==> config.mk <==
export PLATFORM = sky130hd
export DESIGN_NAME = bkis_sequencer
export DESIGN_NICKNAME = d
export VERILOG_FILES = /design/src/core/bkis_pkg.sv /design/src/core/bkis_wait_timer.sv /design/src/core/bkis_out_router.sv /design/src/core/bkis_sequencer.sv
export VERILOG_INCLUDE_DIRS = /design/src /design/src/core
export SDC_FILE = /design/constraint.sdc
export NUM_CORES = 1
export LEC_CHECK = 0
export BUFFER_PORTS_ARGS = -buffer_cell sky130_fd_sc_hd__buf_2
export CORE_MARGIN = 10
export CORE_UTILIZATION = 55
export DETAILED_ROUTE_END_ITERATION = 7
export PLACE_DENSITY = 0.78
export SYNTH_ARGS = -nofsm -noshare
export SYNTH_HDL_FRONTEND = slang
export SYNTH_SLANG_ARGS = --single-unit
==> constraint.sdc <==
create_clock -name pclk -period 4.6 [get_ports pclk]
set_input_delay 0.46 -clock pclk [delete_from_list [all_inputs] [get_ports pclk]]
set_output_delay 0.46 -clock pclk [all_outputs]
set_load 0.03 [all_outputs]
==> src/core/bkis_regs.svh <==
// Register offsets, field positions, reset values and timing counts
// for the brake interlock sequencer.
// Assumes a 50 MHz pclk and byte addresses on an 8-bit APB paddr.
// Function
// - Brake release output low releases, high holds; routed to out_term it is high to release
// - Terminal selection zero drives no terminal
// - Selection 1 to 6 routes to terminal 1 to 6
// - Shared terminal outputs the OR of functions
// - Standstill servo off engages brake same cycle
// - Alarm removes motor current immediately
// - Stopping below speed level engages brake
// - Stopping past wait time engages brake
// - Speed or time, whichever first, engages brake
// - Stop method: 0 reverse braking, 1 coasting
// - Reverse braking uses emergency torque limit
// - Stop method applies at servo off only
// - Power loss forces reverse braking stop
// - Alarm forces coasting stop
// - Emergency torque limit 0 to 300, default 300
`ifndef BKIS_REGS_SVH
`define BKIS_REGS_SVH

// ==========================================================
// Register offsets
`define BKIS_OFF_CTRL      8'h00
`define BKIS_OFF_SPEED     8'h04
`define BKIS_OFF_WAIT      8'h08
`define BKIS_OFF_TRQ       8'h0C
`define BKIS_OFF_STATUS    8'h10
`define BKIS_OFF_IRQ_STAT  8'h14
`define BKIS_OFF_IRQ_MASK  8'h18

// ==========================================================
// Field positions
`define BKIS_CTRL_STOP_BIT 0
`define BKIS_CTRL_SEL_LSB  4
`define BKIS_IRQ_ALARM     0
`define BKIS_IRQ_PWR       1
`define BKIS_IRQ_BRAKE     2
`define BKIS_IRQ_DONE      3

// ==========================================================
// Reset values and ranges
`define BKIS_RST_SPEED     13'h0064
`define BKIS_MAX_SPEED     13'h1770
`define BKIS_RST_WAIT      7'h32
`define BKIS_MIN_WAIT      7'h0A
`define BKIS_MAX_WAIT      7'h64
`define BKIS_RST_TRQ       9'h12C
`define BKIS_MAX_TRQ       9'h12C
`define BKIS_RST_SEL       3'h0
`define BKIS_RST_MASK      4'h0

// ==========================================================
// Timing
`define BKIS_CLK_KHZ       50000
`define BKIS_WAIT_UNIT_MS  10
`define BKIS_TICK_CYC      (`BKIS_WAIT_UNIT_MS * `BKIS_CLK_KHZ)

`endif

==> src/core/bkis_pkg.sv <==
// Types shared by the brake interlock sequencer modules.
// Assumes bkis_regs.svh supplies the numeric constants.
package bkis_pkg;

   // ==========================================================
   // Sequencer states
   typedef enum logic [1:0] {
      ST_OFF,
      ST_RUN,
      ST_REV,
      ST_COAST
   } bkis_state_t;

   // ==========================================================
   // Software configuration
   typedef struct packed {
      logic        stop_coast;
      logic [2:0]  term_sel;
      logic [12:0] speed_lvl;
      logic [6:0]  wait_units;
      logic [8:0]  estop_trq;
   } bkis_cfg_t;

   // ==========================================================
   // Commands toward the power stage
   typedef struct packed {
      logic        power_en;
      logic        rev_brake;
      logic        coast;
      logic [8:0]  trq_lim;
   } bkis_drv_t;

endpackage

==> src/core/bkis_wait_timer.sv <==
// Servo-off wait timer counting 10 ms units.
// Assumes run comes from synchronised logic on pclk.
`timescale 1ns/100ps
`include "bkis_regs.svh"

module bkis_wait_timer
   import bkis_pkg::*;
#(
   parameter int unsigned TICK_CYCLES = `BKIS_TICK_CYC
) (
   // Clock and reset
   input  wire logic       pclk,
   input  wire logic       presetn,
   // Control
   input  wire logic       run,
   input  wire logic [6:0] wait_units,
   // Result
   output logic            expired
);

   localparam int PW = $clog2(TICK_CYCLES + 1);

   logic [PW-1:0] pre_r;
   logic [PW-1:0] pre_nxt;
   logic [6:0]    units_r;
   logic [6:0]    units_nxt;
   wire           pre_wrap;

   // ==========================================================
   // Prescaler and unit counter
   assign pre_wrap  = (pre_r == PW'(TICK_CYCLES - 1));
   assign pre_nxt   = (!run || pre_wrap) ? '0 : pre_r + 1'b1;
   assign units_nxt = !run ? 7'h00 :
                      (pre_wrap && units_r != 7'h7F) ? units_r + 7'h01 :
                      units_r;
   assign expired   = (units_r > wait_units);

   always_ff @(posedge pclk or negedge presetn) begin
      if (!presetn) begin
         pre_r   <= '0;
         units_r <= 7'h00;
      end else begin
         pre_r   <= pre_nxt;
         units_r <= units_nxt;
      end
   end
endmodule

==> src/core/bkis_out_router.sv <==
// Routes the brake release function to one of six output terminals,
// OR-combined with the other functions mapped there.
// Assumes brake_on and other_func come from logic on pclk.
`timescale 1ns/100ps
`include "bkis_regs.svh"

module bkis_out_router
   import bkis_pkg::*;
(
   // Clock and reset
   input  wire logic       pclk,
   input  wire logic       presetn,
   // Functions
   input  wire logic       brake_on,
   input  wire logic [2:0] term_sel,
   input  wire logic [5:0] other_func,
   // Terminals
   output logic [5:0]      out_term
);

   logic [5:0] term_nxt;

   // ==========================================================
   // Per-terminal OR of mapped functions
   for (genvar i = 0; i < 6; i++) begin : g_term
      assign term_nxt[i] = other_func[i] |
                           (brake_on && term_sel == 3'(i + 1));
   end

   always_ff @(posedge pclk or negedge presetn) begin
      if (!presetn) begin
         out_term <= 6'h00;
      end else begin
         out_term <= term_nxt;
      end
   end
endmodule

==> src/core/bkis_sequencer.sv <==
// Brake interlock and stop-method sequencer for one servo axis,
// with its APB register file and interrupt.
// Assumes pin inputs are asynchronous; motor_speed and other_func
// come from logic on pclk.
//
// Chosen here: register access over APB and the placing of the registers.
`timescale 1ns/100ps
`include "bkis_regs.svh"

module bkis_sequencer
   import bkis_pkg::*;
#(
   parameter int unsigned TICK_CYCLES = `BKIS_TICK_CYC
) (
   // Clock and reset
   input  wire logic        pclk,
   input  wire logic        presetn,
   // APB slave
   input  wire logic        psel,
   input  wire logic        penable,
   input  wire logic        pwrite,
   input  wire logic [7:0]  paddr,
   input  wire logic [31:0] pwdata,
   output logic [31:0]      prdata,
   output logic             pready,
   output logic             pslverr,
   // Pins
   input  wire logic        servo_on_n,
   input  wire logic        alarm,
   input  wire logic        main_pwr_ok,
   input  wire logic        ctrl_pwr_ok,
   // Drive logic
   input  wire logic [12:0] motor_speed,
   input  wire logic [5:0]  other_func,
   // Outputs
   output logic             brake_release_n,
   output logic [5:0]       out_term,
   output bkis_drv_t        drive,
   output logic             irq
);

   // ==========================================================
   // Declarations
   logic [3:0]  sync1_r;
   logic [3:0]  sync2_r;
   bkis_state_t state_r;
   bkis_state_t state_nxt;
   bkis_cfg_t   cfg_r;
   bkis_cfg_t   cfg_nxt;
   bkis_drv_t   drv_r;
   bkis_drv_t   drv_nxt;
   logic        brake_n_r;
   logic        brake_n_nxt;
   logic [3:0]  irq_stat_r;
   logic [3:0]  irq_stat_nxt;
   logic [3:0]  irq_mask_r;
   logic [3:0]  irq_mask_nxt;
   logic [3:0]  events;
   logic [31:0] prdata_r;
   logic [31:0] rd_mux;
   wire         srv_on;
   wire         alarm_s;
   wire         pwr_lost;
   wire         speed_low;
   wire         motor_stopped;
   wire         tmr_expired;
   wire         stopping_nxt;
   wire         sel_ctrl;
   wire         sel_speed;
   wire         sel_wait;
   wire         sel_trq;
   wire         sel_status;
   wire         sel_istat;
   wire         sel_imask;
   wire         addr_ok;
   wire         wr_acc;
   wire         rd_setup;

   // ==========================================================
   // Helper functions
   function automatic logic hit(input logic [7:0] a,
                                input logic [7:0] off);
      return a == off;
   endfunction

   function automatic logic [6:0] clamp_wait(input logic [6:0] v);
      return (v < `BKIS_MIN_WAIT) ? `BKIS_MIN_WAIT :
             (v > `BKIS_MAX_WAIT) ? `BKIS_MAX_WAIT : v;
   endfunction

   // ==========================================================
   // Pin synchronisers
   always_ff @(posedge pclk or negedge presetn) begin
      if (!presetn) begin
         sync1_r <= 4'h0;
         sync2_r <= 4'h0;
      end else begin
         sync1_r <= {ctrl_pwr_ok, main_pwr_ok, alarm, ~servo_on_n};
         sync2_r <= sync1_r;
      end
   end

   assign srv_on        = sync2_r[0];
   assign alarm_s       = sync2_r[1];
   assign pwr_lost      = ~sync2_r[2] | ~sync2_r[3];
   assign speed_low     = motor_speed < cfg_r.speed_lvl;
   assign motor_stopped = (motor_speed == 13'h0000);

   // ==========================================================
   // Stop sequencer
   always_comb begin
      state_nxt = state_r;
      unique case (state_r)
         ST_OFF: begin
            if (srv_on && !alarm_s && !pwr_lost) begin
               state_nxt = ST_RUN;
            end
         end
         ST_RUN: begin
            if (alarm_s) begin
               state_nxt = ST_COAST;
            end else if (pwr_lost) begin
               state_nxt = ST_REV;
            end else if (!srv_on) begin
               state_nxt = cfg_r.stop_coast ? ST_COAST : ST_REV;
            end
         end
         ST_REV, ST_COAST: begin
            if (motor_stopped) begin
               state_nxt = ST_OFF;
            end else if (alarm_s) begin
               state_nxt = ST_COAST;
            end
         end
      endcase
   end

   assign stopping_nxt = (state_nxt == ST_REV) || (state_nxt == ST_COAST);

   // Brake engages on the first of speed level and wait time
   assign brake_n_nxt = (state_nxt == ST_RUN) ? 1'b0 :
                        !stopping_nxt ? 1'b1 :
                        (brake_n_r | speed_low | tmr_expired);

   always_comb begin
      drv_nxt           = '0;
      drv_nxt.power_en  = (state_nxt == ST_RUN) ||
                          (state_nxt == ST_REV && !alarm_s);
      drv_nxt.rev_brake = (state_nxt == ST_REV);
      drv_nxt.coast     = (state_nxt == ST_COAST);
      drv_nxt.trq_lim   = (state_nxt == ST_REV) ? cfg_r.estop_trq
                                                 : 9'h000;
   end

   always_ff @(posedge pclk or negedge presetn) begin
      if (!presetn) begin
         state_r   <= ST_OFF;
         brake_n_r <= 1'b1;
         drv_r     <= '0;
      end else begin
         state_r   <= state_nxt;
         brake_n_r <= brake_n_nxt;
         drv_r     <= drv_nxt;
      end
   end

   assign brake_release_n = brake_n_r;
   assign drive           = drv_r;

   // ==========================================================
   // Wait timer and terminal routing
   bkis_wait_timer #(
      .TICK_CYCLES (TICK_CYCLES)
   ) u_timer (
      .pclk       (pclk),
      .presetn    (presetn),
      .run        (~srv_on),
      .wait_units (cfg_r.wait_units),
      .expired    (tmr_expired)
   );

   bkis_out_router u_router (
      .pclk       (pclk),
      .presetn    (presetn),
      .brake_on   (~brake_n_nxt),
      .term_sel   (cfg_r.term_sel),
      .other_func (other_func),
      .out_term   (out_term)
   );

   // ==========================================================
   // APB decode
   assign sel_ctrl   = hit(paddr, `BKIS_OFF_CTRL);
   assign sel_speed  = hit(paddr, `BKIS_OFF_SPEED);
   assign sel_wait   = hit(paddr, `BKIS_OFF_WAIT);
   assign sel_trq    = hit(paddr, `BKIS_OFF_TRQ);
   assign sel_status = hit(paddr, `BKIS_OFF_STATUS);
   assign sel_istat  = hit(paddr, `BKIS_OFF_IRQ_STAT);
   assign sel_imask  = hit(paddr, `BKIS_OFF_IRQ_MASK);
   assign addr_ok    = sel_ctrl | sel_speed | sel_wait | sel_trq |
                       sel_status | sel_istat | sel_imask;
   assign wr_acc     = psel & penable & pwrite & addr_ok;
   assign rd_setup   = psel & ~penable & ~pwrite;
   assign pready     = 1'b1;
   assign pslverr    = psel & penable & ~addr_ok;

   // ==========================================================
   // Configuration writes
   always_comb begin
      cfg_nxt = cfg_r;
      if (wr_acc && sel_ctrl) begin
         cfg_nxt.stop_coast = pwdata[`BKIS_CTRL_STOP_BIT];
         cfg_nxt.term_sel   = pwdata[`BKIS_CTRL_SEL_LSB +: 3];
      end
      if (wr_acc && sel_speed) begin
         cfg_nxt.speed_lvl = (pwdata[12:0] > `BKIS_MAX_SPEED) ?
                             `BKIS_MAX_SPEED : pwdata[12:0];
      end
      if (wr_acc && sel_wait) begin
         cfg_nxt.wait_units = clamp_wait(pwdata[6:0]);
      end
      if (wr_acc && sel_trq) begin
         cfg_nxt.estop_trq = (pwdata[8:0] > `BKIS_MAX_TRQ) ?
                             `BKIS_MAX_TRQ : pwdata[8:0];
      end
   end

   // ==========================================================
   // Interrupts
   assign events[`BKIS_IRQ_ALARM] = (state_nxt == ST_COAST) &&
                                    (state_r != ST_COAST) && alarm_s;
   assign events[`BKIS_IRQ_PWR]   = (state_nxt == ST_REV) &&
                                    (state_r != ST_REV) && pwr_lost;
   assign events[`BKIS_IRQ_BRAKE] = brake_n_nxt & ~brake_n_r;
   assign events[`BKIS_IRQ_DONE]  = (state_nxt == ST_OFF) &&
                                    (state_r == ST_REV ||
                                     state_r == ST_COAST);

   // Set wins over a write-one clear in the same cycle
   assign irq_stat_nxt = (irq_stat_r &
                          ~((wr_acc && sel_istat) ? pwdata[3:0] : 4'h0))
                         | events;
   assign irq_mask_nxt = (wr_acc && sel_imask) ? pwdata[3:0] : irq_mask_r;
   assign irq          = |(irq_stat_r & irq_mask_r);

   // ==========================================================
   // Read data
   always_comb begin
      rd_mux = 32'h0000_0000;
      if (sel_ctrl) begin
         rd_mux[`BKIS_CTRL_STOP_BIT]      = cfg_r.stop_coast;
         rd_mux[`BKIS_CTRL_SEL_LSB +: 3]  = cfg_r.term_sel;
      end
      if (sel_speed) begin
         rd_mux[12:0] = cfg_r.speed_lvl;
      end
      if (sel_wait) begin
         rd_mux[6:0] = cfg_r.wait_units;
      end
      if (sel_trq) begin
         rd_mux[8:0] = cfg_r.estop_trq;
      end
      if (sel_status) begin
         rd_mux[5:0] = {srv_on, drv_r.power_en, tmr_expired,
                        brake_n_r, state_r};
      end
      if (sel_istat) begin
         rd_mux[3:0] = irq_stat_r;
      end
      if (sel_imask) begin
         rd_mux[3:0] = irq_mask_r;
      end
   end

   always_ff @(posedge pclk or negedge presetn) begin
      if (!presetn) begin
         cfg_r      <= {1'b0, `BKIS_RST_SEL, `BKIS_RST_SPEED,
                        `BKIS_RST_WAIT, `BKIS_RST_TRQ};
         irq_stat_r <= 4'h0;
         irq_mask_r <= `BKIS_RST_MASK;
         prdata_r   <= 32'h0000_0000;
      end else begin
         cfg_r      <= cfg_nxt;
         irq_stat_r <= irq_stat_nxt;
         irq_mask_r <= irq_mask_nxt;
         if (rd_setup) begin
            prdata_r <= rd_mux;
         end
      end
   end

   assign prdata = prdata_r;
endmodule

# Yosys cells after proc, flatten, opt, wreduce, memory -nomap -nowiden
# Cells that the tools add are included.
totals:
  ram_bits: 0
  regBits: 109
  mem_bits_ro: 0
  memories: 0
  latchBits: 0
  inputBits: 68
op_classes:
  eq_ne: 22
  n_mux: 27
  bitwise_logic: 34
  multipliers: 0
  n_shift: 0
  add_sub_neg: 2
  div: 0
  n_lt_le_gt_ge: 6
  n_reduce_logical: 34
op_table:
  columns: ["op", "n"]
  rows:
  - ["$mux 7", 5]
  - ["$mux 9", 3]
  - ["$mux 13", 2]
  - ["$eq 8x5->1 const B", 3]
  - ["$logic_and 1x1->1", 21]
  - ["$add 19x1->19 const B", 1]
  - ["$eq 19x19->1 const B", 1]
  - ["$mux 19", 1]
  - ["$eq 8x4->1 const B", 2]
  - ["$or 1x1->1", 15]
  - ["$gt 13x13->1 const B", 1]
  - ["$logic_not 13->1", 1]
  - ["$lt 13x13->1", 1]
  - ["$mux 2", 6]
  - ["$mux 4", 3]
  - ["$eq 3x3->1 const B", 3]
  - ["$gt 9x9->1 const B", 1]
  - ["$and 4x4->4", 2]
  - ["$eq 2x2->1 const B", 4]
  - ["$eq 8x3->1 const B", 1]
  - ["$logic_not 8->1", 1]
  - ["$not 1->1", 8]
  - ["$add 7x1->7 const B", 1]
  - ["$and 1x1->1", 7]
  - ["other kinds (20)", 31]

# Depth between registers and ports, before layout
logic_depth:
  word_depth: 13
  mapped_depth: 8
  depth_no_buf: 8

# By module
# Synthesis repeated with hierarchy kept, for this count alone.
hier_totals:
  hier_cells: 564
  hier_area_um2: 5749.3
by_module_without_submodules:
  columns: ["module", "n_inst", "cells_each", "area_per_inst_um2"]
  rows:
  - ["bkis_sequencer", 1, 389, 4005.1]
  - ["bkis_wait_timer", 1, 160, 1516.5]
  - ["bkis_out_router", 1, 15, 227.7]

# Worst setup path after synthesis
# No wires, ideal clock.
synth_timing:
  path_kind: "input port to flip-flop"
  from: "input paddr[1]"
  to: "register irq_mask_r[0]"
  n_path_buf: 0
  slack_ns: 2.332
  t_arrival_ns: 2.143
  stages: 5
  path_cell_list: "or4_4 > nor2_1 > nand2_1 > nor3_2 > mux2_2"
synth_via:
  elab_chain_len: 9
synth_rtl:
  columns: ["element", "line_no", "source"]
  rows:
  - ["start: declaration", "bkis_sequencer.sv:22", "input wire logic [7:0] paddr,"]
  - ["$eq 8x3->1 or $logic_not 8->1 (tied branches)", "bkis_sequencer.sv:83", "return a == off;"]
  - ["$or 1x1->1 (4 in series)", "bkis_sequencer.sv:200", "assign addr_ok = sel_ctrl | sel_speed | sel_wait | sel_trq |"]
  - ["$or 1x1->1 (2 in series)", "bkis_sequencer.sv:201", "sel_status | sel_istat | sel_imask;"]
  - ["$and 1x1->1", "bkis_sequencer.sv:202", "assign wr_acc = psel & penable & pwrite & addr_ok;"]
  - ["$logic_and 1x1->1 *", "bkis_sequencer.sv:243", "assign irq_mask_nxt = (wr_acc && sel_imask) ? pwdata[3:0] : irq_mask_r;"]
  - ["end signal: assignment", "bkis_sequencer.sv:280", "irq_mask_r <= `BKIS_RST_MASK;"]
  - ["end signal: assignment", "bkis_sequencer.sv:285", "irq_mask_r <= irq_mask_nxt;"]
  - ["end: declaration", "bkis_sequencer.sv:56", "logic [3:0] irq_mask_r;"]
# Every way passes the cells marked *; elsewhere a longest branch is shown, timed or not.
# A chain may end at the register's enable or synchronous reset.

# Worst setup path after layout
layout_timing:
  from: "register cfg_r[22] in the netlist's numbering"
  to: "register u_router.out_term[5]"
layout_via:
  elab_chain_len: 8
layout_rtl:
  columns: ["element", "line_no", "source"]
  rows:
  - ["start: declaration", "bkis_sequencer.sv:48", "bkis_cfg_t cfg_r;"]
  - ["start signal: assignment", "bkis_sequencer.sv:277", "cfg_r <= {1'b0, `BKIS_RST_SEL, `BKIS_RST_SPEED,"]
  - ["start signal: assignment", "bkis_sequencer.sv:283", "cfg_r <= cfg_nxt;"]
  - ["$lt 13x13->1", "bkis_sequencer.sv:106", "assign speed_low = motor_speed < cfg_r.speed_lvl;"]
  - ["$or 1x1->1 (2 in series)", "bkis_sequencer.sv:143", "(brake_n_r | speed_low | tmr_expired);"]
  - ["$mux 1", "bkis_sequencer.sv:142", "!stopping_nxt ? 1'b1 :"]
  - ["$mux 1", "bkis_sequencer.sv:141", "assign brake_n_nxt = (state_nxt == ST_RUN) ? 1'b0 :"]
  - ["via brake_n_nxt", "bkis_sequencer.sv:53", "logic brake_n_nxt;"]
  - ["$not 1->1", "bkis_sequencer.sv:185", ".brake_on (~brake_n_nxt),"]
  - ["$logic_and 1x1->1", "bkis_out_router.sv:27", "(brake_on && term_sel == 3'(i + 1));"]
  - ["$or 1x1->1", "bkis_out_router.sv:26", "assign term_nxt[i] = other_func[i] |"]
  - ["via u_router.term_nxt[5]", "bkis_out_router.sv:21", "logic [5:0] term_nxt;"]
  - ["end signal: assignment", "bkis_out_router.sv:34", "out_term <= term_nxt;"]
  - ["end: declaration", "bkis_out_router.sv:18", "output logic [5:0] out_term"]
# The timed path passes the listed nets, and every way through them passes these cells.

==> results.toml <==
[route]
drcViolationCount = 0
num_vias = 4447
ant_nets = 0
vias_per_cell = 5.73
wl_per_cell_um = 17.2
totalWireLength_mm = 13.4
drtIter0Drc = 417
detail_route.first_pass.iterations = 5

[worst_hold_path]
hp-class = "in -> async"

[critical_path]
critPathSlowestCell = "a41oi_1"
critPathMaxFanout = 8
critPathBufInv = 1
reg2reg_slack_ps = 1920
r2r_cells = 8
required_ps = 4810
worstSetupPathType = "reg -> reg"
worst_path_largest_cell_delay_ps = 820
reg2reg_from = "cfg_r[22]"
crit_family = "compound AO/OA/AOI/OAI gates"
worstReg2RegEnd = "u_router.out_term[5]"
startpoint_type = "flip-flop"
endpoint_kind = "flip-flop"
crit_arrival_ps = 2900
critical_path.cell_chain = "inv_1, ha_1, a21o_1, nand3_1, a21oi_1, a211o_1, a41oi_1, o21bai_1"

[place]
place_congestion = 0.878
dpl-instance-area_um2 = 5970
dp.final_hpwl_mm = 10.2
io_buffer_count = 82

[yosys]
postSynthAreaPerCell_um2 = 9.83
yosysWarnings = 0
synth_edf_count = 0
synth_cells = 564
ys_seq_elements = 109
async_reset_ff_frac = 1.00
syn_area_um2 = 5540
synth_flop_cell = "dfrtp_1"
ys_types = 64
ys_seq_area_frac = 0.495

[power_and_ir_drop]
swShare = 0.257
combPwrFrac = 0.093
sequentialPowerShare = 0.579
p_leak_uw = 0.00288
powerDensity_nw_per_um2 = 276
power_switching_uw = 438
peakVddDrop_mv = 0.211
power.share.clock = 0.328
p_int_uw = 1260

[global_routing]
gr-usage-all-layers = 0.184
antenna_found_initial = 0
grt_max_degree = 60
overflow = 0
grt_pass1_vias = 4511
grt_pass1_wl_mm = 21.9

[floorplanning]
die_w_um = 120
dieArea_um2 = 14500
start_util = 0.567
ios = 122
core_region_area_um2 = 9770
rows = 36
dieHeight_um = 120

[timing]
fmax_mhz = 373
tns_ps = 0
worst_slew_pin_slew_ps = 964
maxSlewViolCount = 0
fin_skew_ps = 18.0
setup_viol_count_final = 0
max-slew-margin-rel = 0.349
fin_crit_sh = 0.583
rsz0062_at_grt = "no"
period_minus_slack_ps = 2680
hold_viol = 0

[final_layout]
nets = 727
diodes = 0
final_cell_area_um2 = 6160
nFillCells = 834
drive_above_1_share = 0.207
syn_to_final_growth_pct = 11.2

[cts]
numCtsBuffers = 9
cts_root_buf = "clkbuf_8"
ctsResizeCount = 0
cts-htree-levels = 3
cts_tree = "done"
post-cts-setup-buffers = 0
clkSinkCount = 109
cts_buffer_depth = 2
cts.clk_slew.worst_paths_ps = 100
hold_buffers = 0
clock_latency_ps = 370

[run]
maxCapViolations = 0

[status]
status = "complete, no violations"
## area by class of cell
cell class              count  area, µm²  share of cell area
clock inverters             2       16.3             0.00264
flip-flops and latches    109       2740               0.445
inverters                  32        120              0.0195
well taps                 133        166              0.0270
multi-input cells         402       2520               0.409
repair buffers             84        428              0.0694
clock buffers              14        173              0.0280
## routing by layer
layer | up-vias | global-route usage | wire (µm)
met1 | 2122 | 0.220 | 5450
met4 | 0 | 0.0671 | 304
li1 | 2103 | - | -
met3 | 30 | 0.0549 | 1150
met5 | - | 0 | 0
met2 | 192 | 0.307 | 6470
## stage by stage
stage | total power (µW) | utilization | setup WS (ps) | cells | hold slack (ps)
after floorplan | 1100 | - | 2330 | 582 | 164
after global placement | 1150 | 0.611 | 1940 | 760 | 332
after detailed placement | 1160 | 0.611 | 1900 | 760 | 336
after CTS | 1710 | 0.631 | 1930 | 776 | 164
after global routing | 1760 | 0.631 | 1790 | 776 | 166
final | 1700 | 0.631 | 1920 | 776 | 138
## synthesized netlist by cell type (all sizes together) (4+ instances only)
| cell | instances | area share |
|---|---|---|
| mux2 | 9 | 0.018 |
| a211oi | 4 | 0.0054 |
| a22o | 9 | 0.014 |
| and3 | 4 | 0.0045 |
| nor4 | 5 | 0.0056 |
| o21bai | 4 | 0.0054 |
| nor2b | 7 | 0.0079 |
| clkbuf | 17 | 0.012 |
| dfstp | 11 | 0.052 |
| o21ai | 38 | 0.035 |
| nand2 | 64 | 0.043 |
| nand4 | 14 | 0.016 |
| xnor2 | 7 | 0.011 |
| or3 | 6 | 0.0077 |
| a21oi | 21 | 0.019 |
| a22oi | 7 | 0.0095 |
| nand3 | 21 | 0.020 |
| ha | 21 | 0.047 |
| nor3 | 14 | 0.014 |
| nand2b | 5 | 0.0056 |
| dfrtp | 98 | 0.44 |
| xor2 | 11 | 0.017 |
| o41ai | 4 | 0.0063 |
| a2bb2oi | 6 | 0.0095 |
| nor2 | 46 | 0.032 |
| inv | 32 | 0.022 |
| and2 | 10 | 0.011 |
| buf | 22 | 0.030 |
## power by group through the flow
stage / sequential [µW] / combinational, µW / clock, µW
floorplan: 1010 / 96.7 / 0
global placement: 1000 / 152 / 0
detailed placement: 1000 / 156 / 0
CTS: 985 / 157 / 563
global route: 987 / 174 / 601
finish: 985 / 157 / 558
## worst max-delay path by stage
stage | start | end | slack (ps) | depth (start not counted)
2_1_floorplan | paddr[1] | irq_mask_r[0] | 2330 | 5
3_3_place_gp | paddr[1] | irq_mask_r[3] | 1940 | 6
3_5_place_dp | paddr[1] | irq_mask_r[0] | 1900 | 6
4_1_cts | cfg_r[22] | u_router.out_term[5] | 1930 | 8
5_1_grt | cfg_r[22] | irq_stat_r[2] | 1790 | 8
6_report | cfg_r[22] | u_router.out_term[5] | 1920 | 8
## sequential cells by signal, summed over array words and instances (netlist names)
| register | flops |
|---|---|
| irq_stat_r | 4 |
| u_router.out_term | 6 |
| u_timer.units_r | 7 |
| prdata | 13 |
| brake_release_n | 1 |
| state_r | 2 |
| cfg_r | 33 |
| u_timer.pre_r | 19 |
| drive | 12 |
| sync2_r | 4 |
| sync1_r | 4 |
| irq_mask_r | 4 |
## kinds of logic after synthesis
family,share of synthesized area
muxes,0.0318
DFF,0.495
other,0.00135
AOI/OAI and AO/OA,0.146
adders and majority gates,0.0474
xor gates and xnor gates,0.0284
and+or+nand+nor,0.187
buffers and inverters,0.0632
## layout by cell type (no fill, tap or decap), types with 20 or more instances in the layout
cell type,instances
a21oi_1,21
buf_2,81
conb_1,20
dfrtp_1,98
ha_1,21
inv_1,32
nand2_1,64
nand3_1,20
nor2_1,45
o21ai_0,37
No activity file was read; power rests on OpenSTA's default activity.
